## src/core/avm_pkg.sv

```systemverilog
// register map, field layout, encodings and reset values of the entry matcher
package avm_pkg;
  // register byte offsets
  localparam logic [7:0] OFS_CTRL = 8'h00;
  localparam logic [7:0] OFS_VID  = 8'h04;
  localparam logic [7:0] OFS_SADR = 8'h08;
  localparam logic [7:0] OFS_SMSK = 8'h0C;
  localparam logic [7:0] OFS_CNT  = 8'h10;
  localparam logic [7:0] OFS_STAT = 8'h14;
  // control field positions
  localparam int CTRL_TAG  = 0;
  localparam int CTRL_VEN  = 2;
  localparam int CTRL_PEN  = 3;
  localparam int CTRL_OPS  = 4;
  localparam int CTRL_RR   = 6;
  localparam int CTRL_SND  = 8;
  localparam int CTRL_ARP  = 10;
  localparam int CTRL_DENY = 11;
  // vlan register field positions and widths
  localparam int VID_LSB = 0;
  localparam int VID_W   = 12;
  localparam int PRI_LSB = 16;
  localparam int PRI_W   = 3;
  // status bit positions
  localparam int STAT_HIT  = 0;
  localparam int STAT_DENY = 1;
  // tag presence settings
  typedef enum logic [1:0] {TAG_ANY = 2'h0, TAG_ON = 2'h1, TAG_OFF = 2'h2} avm_tag_t;
  // opcode type settings
  typedef enum logic [1:0] {
    OPS_ANY = 2'h0, OPS_ARP = 2'h1, OPS_RARP = 2'h2, OPS_OTHER = 2'h3
  } avm_ops_t;
  // request/reply settings
  typedef enum logic [1:0] {RR_ANY = 2'h0, RR_REQ = 2'h1, RR_REP = 2'h2} avm_rr_t;
  // sender address filter modes
  typedef enum logic [1:0] {SND_ANY = 2'h0, SND_HOST = 2'h1, SND_NET = 2'h2} avm_snd_t;
  // arp opcode field values
  localparam logic [15:0] OPC_ARP_REQ  = 16'h0001;
  localparam logic [15:0] OPC_ARP_REP  = 16'h0002;
  localparam logic [15:0] OPC_RARP_REQ = 16'h0003;
  localparam logic [15:0] OPC_RARP_REP = 16'h0004;
  // reset values
  localparam logic [11:0] VID_RST = 12'h001;
  localparam logic [2:0]  PRI_RST = 3'h0;
endpackage

```

## src/core/avm_matcher.sv

```systemverilog
// one access control entry: vlan, tag priority and arp criteria with apb registers
//
// Contract
// the tag filter is any, tagged only or untagged only, and resets to any.
// with the vlan filter off the frame's vlan identifier is ignored.
// with the vlan filter on only frames carrying the set identifier 1..4095 match; the vid register also accepts and matches 0.
// the priority criterion is off or a value 0..7 that the frame's priority must equal.
// the opcode type criterion is any, arp, rarp or neither of them.
// the request/reply criterion is any, request only or reply only.
// opcode, request/reply and sender address criteria count only for arp entries.
// with the sender filter off the sender address is not examined.
// in host mode the sender address must equal the set address exactly.
// in network mode only the bits selected by the mask must be equal.
// a matching frame is discarded when the entry denies and passed when it permits.
// the hit counter goes up by one for every matching frame.
// a frame matches only when every active criterion holds at once.
`timescale 1ns/10ps
module avm_matcher
  import avm_pkg::*;
#(
  parameter int CNT_W = 32
) (
  // clock and reset
  input  wire logic        pclk,
  input  wire logic        presetn,
  // apb slave
  input  wire logic        psel,
  input  wire logic        penable,
  input  wire logic        pwrite,
  input  wire logic [7:0]  paddr,
  input  wire logic [31:0] pwdata,
  output logic [31:0]      prdata,
  output logic             pready,
  output logic             pslverr,
  // parsed frame from the receive path
  input  wire logic        frame_valid,
  input  wire logic        frame_tagged,
  input  wire logic [11:0] frame_vid,
  input  wire logic [2:0]  frame_pri,
  input  wire logic        frame_is_arp,
  input  wire logic [15:0] frame_arp_opcode_field,
  input  wire logic [31:0] frame_sender_protocol_address,
  // verdict, one cycle after the frame
  output logic             match_valid,
  output logic             match_hit,
  output logic             frame_permit,
  output logic             frame_discard
);
  import avm_pkg::*;

  typedef struct packed {
    logic [1:0]       tag_sel;
    logic             vid_en;
    logic             pri_en;
    logic [1:0]       ops_sel;
    logic [1:0]       rr_sel;
    logic [1:0]       snd_sel;
    logic             arp_entry;
    logic             deny;
    logic [11:0]      vid;
    logic [2:0]       pri;
    logic [31:0]      sadr;
    logic [31:0]      smsk;
    logic [CNT_W-1:0] cnt;
    logic [31:0]      rdata;
    logic             mval;
    logic             mhit;
    logic             permit;
    logic             discard;
  } avm_state_t;

  avm_state_t st_reg;
  avm_state_t st_next;

  ////////////////////////////////////////////////////////////////////////////
  // helpers

  // true for every offset the slave decodes
  function automatic logic mapped(input logic [7:0] a);
    return a == OFS_CTRL || a == OFS_VID || a == OFS_SADR ||
           a == OFS_SMSK || a == OFS_CNT || a == OFS_STAT;
  endfunction

  // kind of opcode: arp, rarp or other
  function automatic logic [1:0] opc_kind(input logic [15:0] code);
    if (code == OPC_ARP_REQ || code == OPC_ARP_REP) return OPS_ARP;
    if (code == OPC_RARP_REQ || code == OPC_RARP_REP) return OPS_RARP;
    return OPS_OTHER;
  endfunction

  ////////////////////////////////////////////////////////////////////////////
  // criteria

  logic ok_tag;
  logic ok_vid;
  logic ok_pri;
  logic ok_type;
  logic ok_ops;
  logic ok_rr;
  logic ok_snd;
  logic hit;
  logic is_req;
  logic is_rep;
  logic wr_fire;
  logic rd_setup;

  // request/reply decode of the opcode field
  assign is_req = frame_arp_opcode_field == OPC_ARP_REQ ||
                  frame_arp_opcode_field == OPC_RARP_REQ;
  assign is_rep = frame_arp_opcode_field == OPC_ARP_REP ||
                  frame_arp_opcode_field == OPC_RARP_REP;

  // tag presence
  assign ok_tag = (st_reg.tag_sel == TAG_ON)  ? frame_tagged :
                  (st_reg.tag_sel == TAG_OFF) ? !frame_tagged : 1'b1;
  // vlan identifier
  assign ok_vid = !st_reg.vid_en || frame_vid == st_reg.vid;
  // tag priority
  assign ok_pri = !st_reg.pri_en || frame_pri == st_reg.pri;
  // arp entries take only arp frames
  assign ok_type = !st_reg.arp_entry || frame_is_arp;

  // opcode type, bypassed for non-arp entries
  assign ok_ops = !st_reg.arp_entry || st_reg.ops_sel == OPS_ANY ||
                  opc_kind(frame_arp_opcode_field) == st_reg.ops_sel;

  // request or reply
  assign ok_rr = !st_reg.arp_entry ||
                 (st_reg.rr_sel == RR_REQ ? is_req :
                  st_reg.rr_sel == RR_REP ? is_rep : 1'b1);

  // sender protocol address
  always_comb begin
    ok_snd = 1'b1;
    if (st_reg.arp_entry) begin
      if (st_reg.snd_sel == SND_HOST) begin
        ok_snd = frame_sender_protocol_address == st_reg.sadr;
      end else if (st_reg.snd_sel == SND_NET) begin
        ok_snd = ((frame_sender_protocol_address ^ st_reg.sadr) & st_reg.smsk) == 32'h0;
      end
    end
  end

  // all active criteria at once
  assign hit = ok_tag && ok_vid && ok_pri && ok_type && ok_ops && ok_rr && ok_snd;

  ////////////////////////////////////////////////////////////////////////////
  // apb decode

  assign wr_fire  = psel && penable && pwrite && mapped(paddr);
  assign rd_setup = psel && !penable && !pwrite;

  // zero wait state, unmapped offsets answer with an error
  assign pready  = 1'b1;
  assign pslverr = psel && penable && !mapped(paddr);
  assign prdata  = st_reg.rdata;

  ////////////////////////////////////////////////////////////////////////////
  // next state

  always_comb begin
    st_next = st_reg;
    // verdict for the frame seen this cycle
    st_next.mval    = frame_valid;
    st_next.mhit    = frame_valid && hit;
    st_next.permit  = frame_valid && hit && !st_reg.deny;
    st_next.discard = frame_valid && hit && st_reg.deny;
    // register writes
    if (wr_fire) begin
      case (paddr)
        OFS_CTRL: begin
          st_next.tag_sel   = pwdata[CTRL_TAG +: 2];
          st_next.vid_en    = pwdata[CTRL_VEN];
          st_next.pri_en    = pwdata[CTRL_PEN];
          st_next.ops_sel   = pwdata[CTRL_OPS +: 2];
          st_next.rr_sel    = pwdata[CTRL_RR +: 2];
          st_next.snd_sel   = pwdata[CTRL_SND +: 2];
          st_next.arp_entry = pwdata[CTRL_ARP];
          st_next.deny      = pwdata[CTRL_DENY];
        end
        OFS_VID: begin
          st_next.vid = pwdata[VID_LSB +: VID_W];
          st_next.pri = pwdata[PRI_LSB +: PRI_W];
        end
        OFS_SADR: st_next.sadr = pwdata;
        OFS_SMSK: st_next.smsk = pwdata;
        OFS_CNT:  st_next.cnt = '0;
        default:  st_next.cnt = st_reg.cnt;
      endcase
    end
    // a hit in the clearing cycle still counts
    if (frame_valid && hit) begin
      st_next.cnt = (wr_fire && paddr == OFS_CNT) ? CNT_W'(1) : st_reg.cnt + CNT_W'(1);
    end
    // read data captured in the setup cycle
    if (rd_setup) begin
      st_next.rdata = 32'h0;
      case (paddr)
        OFS_CTRL: begin
          st_next.rdata[CTRL_TAG +: 2] = st_reg.tag_sel;
          st_next.rdata[CTRL_VEN]      = st_reg.vid_en;
          st_next.rdata[CTRL_PEN]      = st_reg.pri_en;
          st_next.rdata[CTRL_OPS +: 2] = st_reg.ops_sel;
          st_next.rdata[CTRL_RR +: 2]  = st_reg.rr_sel;
          st_next.rdata[CTRL_SND +: 2] = st_reg.snd_sel;
          st_next.rdata[CTRL_ARP]      = st_reg.arp_entry;
          st_next.rdata[CTRL_DENY]     = st_reg.deny;
        end
        OFS_VID: begin
          st_next.rdata[VID_LSB +: VID_W] = st_reg.vid;
          st_next.rdata[PRI_LSB +: PRI_W] = st_reg.pri;
        end
        OFS_SADR: st_next.rdata = st_reg.sadr;
        OFS_SMSK: st_next.rdata = st_reg.smsk;
        OFS_CNT:  st_next.rdata[CNT_W-1:0] = st_reg.cnt;
        OFS_STAT: begin
          st_next.rdata[STAT_HIT]  = st_reg.mhit;
          st_next.rdata[STAT_DENY] = st_reg.discard;
        end
        default:  st_next.rdata = 32'h0;
      endcase
    end
  end

  // state register, tag filter resets to any
  always_ff @(posedge pclk or negedge presetn) begin
    if (!presetn) begin
      st_reg         <= '0;
      st_reg.tag_sel <= TAG_ANY;
      st_reg.vid     <= VID_RST;
      st_reg.pri     <= PRI_RST;
    end else begin
      st_reg <= st_next;
    end
  end

  // verdict outputs
  assign match_valid   = st_reg.mval;
  assign match_hit     = st_reg.mhit;
  assign frame_permit  = st_reg.permit;
  assign frame_discard = st_reg.discard;
endmodule

```

## config.mk

```make
export PLATFORM = sky130hd
export DESIGN_NAME = avm_matcher
export DESIGN_NICKNAME = d
export VERILOG_FILES = /design/src/core/avm_pkg.sv /design/src/core/avm_matcher.sv
export SDC_FILE = /design/constraint.sdc
export NUM_CORES = 1
export LEC_CHECK = 0
export BUFFER_PORTS_ARGS = -buffer_cell sky130_fd_sc_hd__buf_4
export CAP_MARGIN = 40
export CORE_MARGIN = 1.5
export CORE_UTILIZATION = 51
export CTS_CLUSTER_DIAMETER = 40
export DETAILED_ROUTE_END_ITERATION = 10
export PLACE_DENSITY = 0.73
export SKIP_CTS_REPAIR_TIMING = 1
export SLEW_MARGIN = 10
export SYNTH_ARGS = -nofsm -noshare
export SYNTH_HDL_FRONTEND = slang
export SYNTH_SLANG_ARGS = --single-unit
```

## constraint.sdc

```tcl
create_clock -name pclk -period 2.1 [get_ports pclk]
set_input_delay 0.21 -clock pclk [delete_from_list [all_inputs] [get_ports pclk]]
set_output_delay 0.21 -clock pclk [all_outputs]
set_load 0.05 [all_outputs]
```

After elaboration in Yosys (flattened, before gate mapping):

Index checks and enable logic that the tools add are counted.

* $add $sub $neg: 1
* equal/unequal tests: 19
* multiplexer cells: 23
* bitwise operators: 2
* reduce and logical (&&, ||, !) cells: 49

Operators with widths (count)
* 32-bit 2-to-1 mux: 4
* 10-bit one-hot mux with 5 select lines: 1
* 13-bit one-hot mux with 3 select lines: 1
* 32-bit by 1-bit adder with 32-bit output (second input constant): 1
* 32-bit AND: 1
* 16-bit by 2-bit == test with 1-bit output (second input constant): 2
* 32-bit == test: 1
* 32-bit zero test: 1
* 32-bit bitwise XOR: 1
* 16-bit by 1-bit == test with 1-bit output (second input constant): 1
* 16-bit by 3-bit == test with 1-bit output (second input constant): 1
* 8-bit by 4-bit == test with 1-bit output (second input constant): 2
* 8-bit by 5-bit == test with 1-bit output (second input constant): 2
* 1-bit logical AND: 16
* 1-bit logical OR: 15
* 12-bit == test: 1
* 2-bit one-hot mux with 6 select lines: 1
* 3-bit one-hot mux with 4 select lines: 1
* 4-bit one-hot mux with 3 select lines: 1
* 1-bit 2-to-1 mux: 10
* 2-bit AND reduction: 5
* 8-bit by 3-bit == test with 1-bit output (second input constant): 1
* 1-bit zero test: 8
* 8-bit zero test: 1
* other kinds (7): 15

* register bits: 159
* bits of input ports: 111
* logic and storage cells: 112

Logic depth before layout (Yosys ltp):

Gate-level depths: netlist (run 1).

* depth in word-level cells: 14
* depth in mapped cells: 9
* depth with buffers taken out: 7

Least setup slack after synthesis (run 1):

No wires, ideal clock.

* kind: flip-flop to flip-flop
* from: register st_reg[105] (netlist bit)
* to: register st_reg[53] (netlist bit)
* arrival time: 2214 ps
* required time: 2021 ps
* setup slack: -194 ps
* stages on the path, launching flop included: 10
* buffers on the path: 2
* clock period less this slack: 2294 ps
* path through: dfrtp_1 xor2_1 a22o_1 a221oi_1 nand4_1 o31a_1 buf_1 clkbuf_1 nor4_2 mux2i_1

* cells in the longest elaborated chain, start to end: 10
* elaborated cells on any way between the ends: 13
* classes of those cells: 1 x eq/ne; 4 x mux; 2 x bitwise; 6 x reduce/logical

RTL lines
* start, declared: line avm_matcher.sv:72 `avm_state_t st_reg;`
* start signal, assigned: line avm_matcher.sv:233 `st_reg <= st_next;`
* 32-bit bitwise XOR: line avm_matcher.sv:139 `ok_snd = ((frame_sender_protocol_address ^ st_reg.sadr) & st_reg.smsk) == 32'h0;`
* 32-bit AND: line avm_matcher.sv:139
* 32-bit zero test: line avm_matcher.sv:139
* 1-bit 2-to-1 mux: line avm_matcher.sv:138 `end else if (st_reg.snd_sel == SND_NET) begin`
* 1-bit 2-to-1 mux (*): line avm_matcher.sv:136 `if (st_reg.snd_sel == SND_HOST) begin`
* 1-bit 2-to-1 mux (*): line avm_matcher.sv:135 `if (st_reg.arp_entry) begin`
* 1-bit logical AND (*): line avm_matcher.sv:145 `assign hit = ok_tag && ok_vid && ok_pri && ok_type && ok_ops && ok_rr && ok_snd;`
* 1-bit logical AND (*): line avm_matcher.sv:192 `if (frame_valid && hit) begin`
* 2-bit nonzero test (no line)
* 2-bit AND reduction (no line)

Every way passes the cells marked *; elsewhere a longest branch is shown, timed or not.
A chain may end at the register's enable or synchronous reset.

Worst setup path after layout (run 1):

* from: register st_reg[128] (netlist bit)
* to: register st_reg[46] (netlist bit)

The elaborated chain is that of the path after synthesis.

==> results of run 1 <==
[metrics by stage]
step	area [µm²]	hold slack [ps]
floorplan	8950	-85.6
global route	11900	3.27
global placement	10900	262
finish	11900	9.40
detailed placement	10900	268
CTS	11500	-193
[worst max-delay path: cells and delay by family (launching register included)]
| family | cells | cell delay, ps |
|---|---|---|
| DFF | 1 | 390 |
| xor gates and xnor gates | 1 | 180 |
| buffers and inverters | 1 | 190 |
| and+or+nand+nor | 3 | 770 |
| AOI/OAI and AO/OA | 3 | 870 |
[path summary, 6_finish.rpt]
check / startpoint / cells past startpoint / end / slack [ps]
max in group asynchronous: presetn / 3 / st_reg[135]$_DFFE_PN1P_ / 1080
min: pwdata[29] / 2 / st_reg[97]$_DFFE_PN0P_ / 9
min reg2reg: st_reg[147]$_DFFE_PN0P_ / 1 / frame_permit$_DFF_PN0_ / 520
max: st_reg[128]$_DFFE_PN0P_ / 8 / st_reg[46]$_DFFE_PN0P_ / -370
max reg2reg: st_reg[128]$_DFFE_PN0P_ / 8 / st_reg[46]$_DFFE_PN0P_ / -370
min in group asynchronous: presetn / 2 / st_reg[100]$_DFFE_PN0P_ / 360
[cell type report]
type | count | area [µm²]
multi-input cells | 599 | 4680
fillers | 1199 | 4770
clock inverters | 15 | 148
well taps | 220 | 275
inverters | 4 | 15.0
clock buffers | 17 | 425
flip-flops and latches | 159 | 3980
repair buffers | 288 | 2350
[logic make-up after synthesis]
| family | synth area share |
|---|---|
| AOI/OAI and AO/OA | 0.0906 |
| buffers and inverters | 0.0522 |
| other | 0.000429 |
| and+or+nand+nor | 0.167 |
| DFF | 0.456 |
| muxes | 0.182 |
| adders and majority gates | 0.00143 |
| xor gates and xnor gates | 0.0512 |
[power breakdown]
part / internal, µW / switching [µW]
clock network: 1580 / 1450
logic: 562 / 870
registers: 3230 / 160
total: 5370 / 2480
[layer usage]
metal  share of wire  track usage  up-vias  wire length (µm)
li1                -            -     3473                 -
met1            0.42        0.401     3762             11100
met2            0.49        0.488      344             13000
met3           0.068       0.0620       39              1790
met4           0.018       0.0785        0               475
met5               0            0        -                 0
[cell usage in the layout, fill, tap and decap left out, types with 3 or more instances in the layout]
cell type and count:
nor3_2 10, and2_1 3, buf_6 8, nand2_1 64, mux2_1 4, mux2i_1 56, nor3_4 13, buf_12 10
nor4_2 5, inv_1 4, mux2_2 87, nor4_1 11, dlygate4sd3_1 3, nor2_1 71, xnor2_1 6, inv_8 5
nand2b_1 23, clkinvlp_4 3, xor2_1 44, o21ai_0 14, or4_1 7, nand3_1 15, and3_1 3, nand4_1 28
a221oi_2 5, dfrtp_1 158, clkbuf_16 18, a21oi_2 3, nor2b_1 3, or3_1 4, a221oi_1 12, nor4_4 5
buf_4 265, a22o_1 4, o41ai_2 3, inv_6 4, a22oi_1 11, a21oi_1 48
==> summary by stage, run 1 <==
STA
Setup total negative slack on the finished layout was measured at -9330 ps. Setup violations remaining at the end of the flow were counted as 35. The minimum clock period after layout is 2470 ps. The number of pins with negative max-slew slack in the final report is 0. The pin slew with the least headroom to its limit is 663 ps. The final worst-path setup slack is -369 ps.

The normalized max-slew margin is 0.558. The timing-limited maximum frequency is 405 MHz. The clock skew after layout is 9.57 ps.

Setup repair after global routing could not meet its margin everywhere. The period utilization is 1.18. The final hold violation count is 0.

Synth
Synthesis produced a netlist with a net count of 951. The biggest area contributor in the post-synthesis netlist is dfrtp_1. The fraction of synthesized cell area taken by the top area cell type is 0.453. The fraction of registers with async set/reset is 1.00. The mean cell area of the mapped netlist is 10.4 µm².

Yosys printed 0 warnings. In this run the cell area of the synthesized design comes to 8730 µm². The distinct cell type count after synthesis is 56. In the synthesized netlist the dominant register cell turns out to be dfrtp_1. In this run, synthesis produced a sequential element count of 159. The most repeated cell in the gate-level netlist after synthesis is dfrtp_1. By count the netlist is led by dfrtp_1, mux2_2, nor2_1, nand2_1, mux2i_1. Yosys mapped a number of flops with a built-in enable equal to 0. In the synthesized netlist, the number of instances is 839. Ranked by total cell area, the synthesized netlist is headed by dfrtp_1, mux2_2, mux2i_1. For this run, the register share of the synthesized area comes to 0.456.

Route
For this block, the initial DRC count from the detailed router was 651. The final layout contains routed wiring with a total length of 26400 µm. Once detail routing completed, the nets flagged for antenna violations numbered 0.

The average wire length per cell after detail routing is 20.2 µm. Summing over every cut layer, the via total after detailed routing is 7618. The first-pass detailed-route iteration total is 5. Using the TritonRoute via totals, the vias-per-cell ratio works out to 5.85. The DRC violation count after routing is 0.

CTS
Clock-pin slew was measured on the worst setup and hold paths at 70 ps. The buffer levels on the longest clock path is 2. The source-to-sink clock delay at the later pin of the worst-skew pair is 440 ps. Clock tree synthesis found a total of 159 sinks. The clock tree synthesis step divided the H-tree into 4 levels. The CTS tree is built.

The cell at the root of the clock tree is clkbuf_16. The total CTS buffers is 17.

Cells and area
The net count reported at finish is 1181. Of the cells placed in the final design, the portion with a size suffix greater than 1 is 0.429. For this run, the share of the core covered by cells in the final layout is 0.713. The final instance count without filler cells is 1302. The layout overhead on the synthesized area is 36.0%.

The number of diodes added for antenna fixing is 0. The register with the most flip-flops in the layout has 123 of them.

Floorplan
Measured along the x axis, the die boundary spans 134 µm. The full die area is 17900 µm². The vertical extent of the die is 134 µm. The cell row count is 47. The floorplan core area is 16600 µm². The initial utilization of the core area, before any placement, comes to 0.525. The count of pins on the block boundary is 149.

Flow run
Across the run, the number of max-cap violations was 0.

Global routing
The first-pass GRT wire length is 40600 µm. The largest net degree at the start of global routing is 65. The number of global-route vias before repair is 7547. Across every metal layer, demand over resource in global routing totals 0.297. The initial antenna violation count is 0. After global routing the overflow that remains totals 0.

Setup path
STA classifies the critical path startpoint as a flip-flop. The slowest stage of the critical path is the or4b_1 cell. The delay of the slowest cell on the worst path is 510 ps. The data required time at the worst endpoint is 2470 ps. Traced cell by cell, the critical path runs through xor2_1, a22o_1, a221oi_2, nand4_1, o31a_4, buf_4, or4b_1, nand2_1. Data arrives at the worst endpoint at 2840 ps. The kind of critical path is flip-flop to flip-flop.

In this run the worst path has a maximum fanout of 7. The worst setup path is captured at a flip-flop.

Power
After layout, the design draws a total of 7850 µW. The leakage power summed over all cells is 0.00560 µW. The cell area power density is 662 nW/µm². The worst-case IR drop observed on VDD is 0.628 mV.

Place
The final RePlAce weighted congestion is 0.925. Detailed placement ended at an HPWL of 19200 µm. The post-placement worst setup slack is -443 ps. The cell count after placement is 1257. The number of input and output port buffers inserted is 147.

Outcome
The flow ran to the end, but the final reports show violations. The final reports fail on setup timing.

Hold path
The classification of the worst-slack hold path is input pin to flip-flop.
Note: power is estimated with default switching activity, not from simulation.
==> run 2, diff against run 1 <==
--- a/config.mk
+++ b/config.mk
@@ -12,6 +12,7 @@
 export CTS_CLUSTER_DIAMETER = 40
 export DETAILED_ROUTE_END_ITERATION = 10
 export PLACE_DENSITY = 0.73
+export SETUP_SLACK_MARGIN = 0.05
 export SKIP_CTS_REPAIR_TIMING = 1
 export SLEW_MARGIN = 10
 export SYNTH_ARGS = -nofsm -noshare
==> run 2 against run 1 <==
  * The flow finishes with violations (hold timing, setup timing)
  * Critical path depth is the same
  * Setup slack improved by 21 ps
  * Sequential share of layout area is 0.38 points lower
  * Sequential power about the same
  * Via count grew 0.68%
  * Hold slack got worse by 13 ps
  * Die area stayed put
  * Clock power is essentially flat
  * Clock-buffer cell count grew 2
  * Cell count grew 0.61%
  * Utilization increased by 0.81 points
==> summary by stage, run 2 (same netlist as run 1, synthesis figures left out) <==
CTS
In this run the clock root is driven by a clkbuf_16. The depth of the CTS H-tree is 4. In this run, CTS created clock tree buffers numbering 17. Clock latency on the worst-skew pair, taken at its later pin, is 440 ps. In this run the deepest clock path goes through 2 buffers.

TritonCTS built the clock tree. The clock-pin slew on the worst setup and hold paths is 70 ps. For this design, the sink count on the clock tree is 159.

Setup path
The setup slack of the worst register-to-register path is -350 ps. The count of buffer and inverter cells on the critical path is 1. The worst setup path is captured at a flip-flop. The gate family responsible for the most delay along the worst path is simple AND/OR/NAND/NOR gates.

The capture point of the worst reg-to-reg path is st_reg[55]$_DFFE_PN0P_. Along the worst path, the maximum fanout reaches 5. The library cell contributing the largest single delay on the critical path is or4_4. In this design, the stage delay of the slowest critical-path cell is 570 ps.

The data required time at the worst endpoint is 2460 ps. The critical path goes through xor2_1, nor4_1, nand4_1, o21ai_1, buf_4, o211ai_4, or4_4, a21oi_2. The logic depth of the worst setup path including buffers is 8.

The critical path data arrival time is 2810 ps. The critical path is of the flip-flop to flip-flop type. The source of the worst register-to-register timing path is st_reg[105]$_DFFE_PN0P_.

The kind of start point of the critical path is a flip-flop. The worst register-to-register path has a depth of 8.

STA
Setup violations remaining at the end of the flow were counted as 35. The worst hold margin is -3.26 ps. The clock arrives with 8.03 ps of skew.

The number of pins with negative max-slew slack in the final report was 0. Dividing the final minimum period by the clock period gives 1.17. The timing-limited maximum frequency is 409 MHz. The final hold violation count is 1. For the pin with the worst max-slew slack, the measured transition is 765 ps.

Setup repair after global routing could not meet its margin everywhere. The final worst-path setup slack is -348 ps. The routed design could run at a clock period as short as 2450 ps.

The normalized max-slew margin is 0.484.

Route
Using the TritonRoute via totals, the vias-per-cell ratio works out to 5.85. The number of violations reported at the end of detailed-routing iteration 0 is 733. The average wire length per cell after detail routing is 20.2 µm. The final antenna-violating net count is 0. The routed via count is 7670.

The pre-antenna-repair detailed-routing pass consisted of 5 iterations. Wires add up to 26500 µm. The DRC violation count after routing is 0.

Place
In this run, placement finished with an instance count of 1269. The number of input and output port buffers inserted is 147. The estimated wirelength of the detail-placed design is 19200 µm. The post-placement worst setup slack is -476 ps. The final RePlAce weighted congestion is 0.928.

Global routing
For this run, the total global-route usage over all layers was measured as 0.291. Entering global routing, the biggest net connects 60 pins. The first-pass GRT wire length is 39800 µm. The number of global-route vias before repair is 7346. The initial antenna violation count is 0. The total overflow left after global routing is 0.

Flow run
Across the run, the number of max-cap violations was 0.

Hold path
The depth of the worst hold-timing path is 2. The end of the worst hold path is st_reg[88]$_DFFE_PN0P_. The tightest min-delay check is of the input pin to flip-flop type. The hold path startpoint is pwdata[20].

Cells and area
From synthesis to final layout, the design area changed by 37.5%. The final layout contains 1189 nets. The layout has 1192 filler cells. For this run, the number of standard cells in the final layout without fillers is 1310. The post-route core utilization is 0.721. The number of flip-flops under the largest register name is 123. 0 antenna diodes ended up in the layout. Leaving out fill and tap cells, the most frequent cell in the layout is buf_4.

In the layout the commonest cells are buf_4, dfrtp_1, mux2_2. The fraction of layout cells with a size suffix above 1 is 0.436.

Floorplan
The full die area is 17900 µm². 149 I/O pins were placed. For this configuration, the core starts out at a cell density of 0.525. Row generation in the floorplan step produced 47 rows.

The floorplan step set the die height to 134 µm. In this run the horizontal extent of the chip is 134 µm. The core region is 16600 µm².

Power
The maximum vdd ir drop is 0.616 mV. Dividing total power by cell area gives a power density of 654 nW/µm². Summed over all cells, the static leakage comes to 0.00562 µW.

Outcome
The flow ran to the end, but the final reports show violations. The final reports fail on hold timing, setup timing.
run 2: metrics by stage:
step	setup TNS, ps	area, µm²	total power, µW
global placement	-28270	11100	4810
detailed placement	-31050	11100	4840
floorplan	-6.02	9000	4300
CTS	-9710	11600	7840
global route	-10540	12000	8110
finish	-7080	12000	7860
run 2: worst register-to-register path, cell delays in order, from the launching register on:
cell      delay [ps]
dfrtp_1          400
xor2_1           180
nor4_1           360
nand4_1          150
o21ai_1          200
buf_4            210
o211ai_4         160
or4_4            570
a21oi_2          150
run 2: routing by layer:
metal / part of all wire / vias up / GRT usage
li1: - / 3506 / -
met1: 0.42 / 3774 / 0.399
met2: 0.49 / 322 / 0.477
met3: 0.064 / 68 / 0.0431
met4: 0.027 / 0 / 0.0948
met5: 0 / - / 0
run 2: worst max path at each step:
stage | start | endpoint
after detailed placement | frame_arp_opcode_field[15] | st_reg[45]$_DFFE_PN0P_
after floorplan | paddr[0] | st_reg[136]$_DFFE_PN0P_
after CTS | st_reg[105]$_DFFE_PN0P_ | st_reg[53]$_DFFE_PN0P_
final | st_reg[105]$_DFFE_PN0P_ | st_reg[55]$_DFFE_PN0P_
after global placement | frame_arp_opcode_field[15] | st_reg[48]$_DFFE_PN0P_
after global routing | st_reg[136]$_DFFE_PN0P_ | st_reg[50]$_DFFE_PN0P_
run 2: cell type report:
| cell class | count | area [µm²] | area share |
|---|---|---|---|
| multi-input cells | 600 | 4780 | 0.398 |
| flip-flops and latches | 159 | 3980 | 0.331 |
| repair buffers | 295 | 2390 | 0.199 |
| clock buffers | 19 | 443 | 0.0369 |
| well taps | 220 | 275 | 0.0229 |
| clock inverters | 13 | 126 | 0.0105 |
| inverters | 4 | 15.0 | 0.00125 |
run 2: where the power goes:
group | switching (µW) | internal, µW | leakage, µW | total, µW
clock network | 1340 | 1690 | 0.000280 | 3030
logic | 879 | 559 | 0.00322 | 1440
registers | 162 | 3230 | 0.00212 | 3390
==> run 3, diff against run 2 <==
--- a/config.mk
+++ b/config.mk
@@ -5,13 +5,14 @@
 export SDC_FILE = /design/constraint.sdc
 export NUM_CORES = 1
 export LEC_CHECK = 0
+export ABC_AREA = 1
 export BUFFER_PORTS_ARGS = -buffer_cell sky130_fd_sc_hd__buf_4
 export CAP_MARGIN = 40
 export CORE_MARGIN = 1.5
-export CORE_UTILIZATION = 51
+export CORE_UTILIZATION = 52
 export CTS_CLUSTER_DIAMETER = 40
 export DETAILED_ROUTE_END_ITERATION = 10
-export PLACE_DENSITY = 0.73
+export PLACE_DENSITY = 0.74
 export SETUP_SLACK_MARGIN = 0.05
 export SKIP_CTS_REPAIR_TIMING = 1
 export SLEW_MARGIN = 10
==> run 3 against run 2 <==
  * The run still ends with hold timing, setup timing left
  * Synthesized cell count grew 51%
  * Non-clock buffer count shrank 80
  * Die area grew 4.4%
  * Clock-buffer cell count grew 2
  * Largest power group unchanged
==> summary by stage, run 3 <==
Cells and area
In the final layout, the share of cells above drive strength 1 is 0.207. The number of flip-flops under the largest register name is 123. The number of diodes added for antenna fixing is 0. The net count of the finished layout is 1527.

The top cell types in the final layout, fill and taps aside, are nand2_1, buf_4, dfrtp_1. The multi-input logic area is 4290 µm². The most common library cell in the layout ignoring fill and taps is nand2_1. The combined flip-flop and latch cell area is 3980 µm². The layout overhead on the synthesized area is 24.4%.

The count of cells in the finished layout, fillers not included, comes to 1652. Counting the fill cells in the layout gives 1490.

STA
The clock skew after layout is 8.48 ps. Dividing the final minimum period by the clock period gives 1.03. The normalized max-slew margin is 0.563.

The final worst-path setup slack is -63.0 ps. Timing would allow up to 462 MHz. The smallest clock period supported by the final layout is computed as 2160 ps.

The setup violation total in the final timing report is 19. The final hold violation count is 3. Setup repair after global routing could not meet its margin everywhere. The number of pins with negative max-slew slack in the final report was 0. For the pin with the worst max-slew slack, the measured transition is 652 ps. The worst hold margin is -9.64 ps.

Global routing
The first global-routing pass estimated 46200 µm of wire. The largest net degree at the start of global routing is 57. In the global route stage, overall resource usage came out at 0.326. The number of global-route vias before repair is 9060. The initial antenna violation count is 1. The global route total overflow is 0.

Setup path
The largest fanout on the critical path is 7. The kind of start point of the critical path is a flip-flop. The delay of the slowest cell on the worst path is 400 ps. The data required time at the worst endpoint is 2410 ps.

Traced cell by cell, the critical path runs through inv_2, nand2_1, nand2_1, nand2_1, nor2_2, nand2_1, nor2_2, nand2_1, a21oi_2, nand3_1, nand2_2, nand2_4, buf_12, buf_4, o211ai_1, nand2_1. The kind of critical path is flip-flop to flip-flop. The dominant cell type by count on the critical path is nand2_1.

The capturing element type of the critical path is a flip-flop. The slowest stage of the critical path is the dfrtp_1 cell. The critical path data arrival time is 2480 ps.

CTS
The source-to-sink clock delay at the later pin of the worst-skew pair is 430 ps. After clock tree synthesis, the clock-pin slew on the worst setup and hold paths is 60 ps. The depth of the CTS H-tree is 4. The buffer levels on the longest clock path is 2. The total CTS buffers is 17. The total clock sinks is 159. The cell sitting at the root of the clock tree is a clkbuf_16. TritonCTS built the clock tree.

Place
During placement, the flow inserted port buffers numbering 147. Once placement completed, the tool counted placed cells totaling 1609. The final RePlAce weighted congestion is 0.926.

The estimated wirelength of the detail-placed design is 21300 µm.

Route
The number of violations reported at the end of detailed-routing iteration 0 is 872. Using the TritonRoute via totals, the vias-per-cell ratio works out to 5.65. For this block, the routed nets add up to 29800 µm of wire.

The first detailed-routing pass took 6 iterations. The routed via count is 9338. Once detail routing completed, the nets flagged for antenna violations numbered 0. The average wire length per cell after detail routing is 18.1 µm. The DRC violation count after routing is 0.

Synth
Among all flip-flop cells after synthesis, the most frequent one is dfrtp_1. The largest total area in the synthesized netlist belongs to dfrtp_1. The distinct cell type count after synthesis is 42. The sequential share of the synthesized area is 0.428.

The cell count after synthesis came out at 1265. The number of nets handed over by synthesis was 1377. The most repeated cell in the gate-level netlist after synthesis is nand2_1. The number of warning messages in the yosys log is 0. Counting flops with a built-in enable in the synthesized netlist gives 0. In the post-synthesis netlist, the biggest area contributors are dfrtp_1, nand2_1, inv_1. Of all flip-flops after synthesis, the portion carrying an async set or reset was 1.00.

Ranked by instance count, the synthesized netlist is headed by nand2_1, inv_1, dfrtp_1, o21ai_0, nor2_1. Of the post-synthesis cell area, the dominant cell type holds 0.425. The count of state elements after synthesis is 159. Dividing the synthesized area by the synthesized cell count gives 7.35 µm².

Summing every instance area after synthesis gives 9300 µm².

Power
The cell area power density is 616 nW/µm². The completed layout was analyzed and its total power is 7120 µW. The maximum vdd ir drop is 0.551 mV. The leakage power summed over all cells is 0.00591 µW.

Outcome
The checks that failed: hold timing, setup timing. The run finished, with violations left.

Floorplan
The vertical extent of the die is 137 µm. The floorplan has 48 rows. From left edge to right edge, the die measures 137 µm.

The full die area is 18700 µm². The starting utilization of the core area is 0.536. The count of pins on the block boundary is 149. The core region is 17400 µm².

Flow run
The max-capacitance violation count is 0.

Hold path
The worst hold path belongs to the class input pin to flip-flop.
## run 3: changes by cell type in the layout (fill, tap and decap cells not counted), moves of 22 or more
cell / previous run / this run
nand2b_1: 23 / 0
o21ai_0: 14 / 98
mux2_2: 87 / 0
nand3_1: 14 / 63
o211ai_1: 1 / 32
o22ai_1: 0 / 28
nand2_1: 62 / 351
o21ai_1: 1 / 32
a21oi_1: 49 / 24
inv_1: 4 / 157
nand4_1: 28 / 6
mux2i_1: 56 / 0
buf_4: 275 / 192
## run 3: worst paths after layout
kind	to	start	slack [ps]	depth (start not counted)
worst max-delay path	st_reg[65]$_DFFE_PN0P_	st_reg[122]$_DFFE_PN0P_	-60	16
worst min-delay path	st_reg[129]$_DFFE_PN0P_	pwdata[29]	-10	3
worst max register to register	st_reg[65]$_DFFE_PN0P_	st_reg[122]$_DFFE_PN0P_	-60	16
worst min register to register	frame_permit$_DFF_PN0_	st_reg[147]$_DFFE_PN0P_	470	1
max in group asynchronous	st_reg[64]$_DFFE_PN0P_	presetn	1070	3
min in group asynchronous	st_reg[147]$_DFFE_PN0P_	presetn	340	2
## run 3: through the flow
stage / worst slack [ps] / utilization / TNS, ps / instance area [µm²]
2_1_floorplan: 315 / - / 0 / 9300
3_3_place_gp: -167 / 0.620 / -3820 / 10800
3_5_place_dp: -164 / 0.620 / -3350 / 10800
4_1_cts: -177 / 0.652 / -3810 / 11300
5_1_grt: -190 / 0.667 / -4850 / 11600
6_report: -63.0 / 0.667 / -783 / 11600
## run 3: area by class of cell
class	count	area share
Multi-Input combinational cell	852	0.370
Sequential cell	159	0.344
Timing Repair Buffer	215	0.157
Inverter	170	0.0552
Clock buffer	21	0.0389
Tap cell	225	0.0243
Clock inverter	10	0.00984
## run 3: report_power, final
group          internal (µW)  total, µW  switching (µW)
Sequential              3130       3180            58.4
Clock                   1770       3050            1280
Combinational            357        892             535
Total                   5250       7120            1870
## run 3: critical path, delay by kind of cell, from the launching register on
| kind | cells | cell delay (ps) |
|---|---|---|
| AO/OA/AOI/OAI | 2 | 210 |
| flip-flops | 1 | 400 |
| AND/OR/NAND/NOR | 11 | 1050 |
| buffers and inverters | 3 | 380 |
## run 3: kinds of logic after synthesis
group | count (synthesis) | synth area share
other | 1 | 0.000403
adders and majority gates | 1 | 0.00135
AOI/OAI and AO/OA | 240 | 0.149
DFF | 159 | 0.428
xor gates and xnor gates | 49 | 0.0461
buffers and inverters | 254 | 0.123
and+or+nand+nor | 561 | 0.252
## run 3: routing by layer
metal | track usage | up-vias | wire length, µm
met5 | 0 | - | 15
met4 | 0.147 | 2 | 979
met3 | 0.0659 | 79 | 2580
met2 | 0.535 | 491 | 14400
met1 | 0.417 | 4409 | 11800
li1 | - | 4357 | -
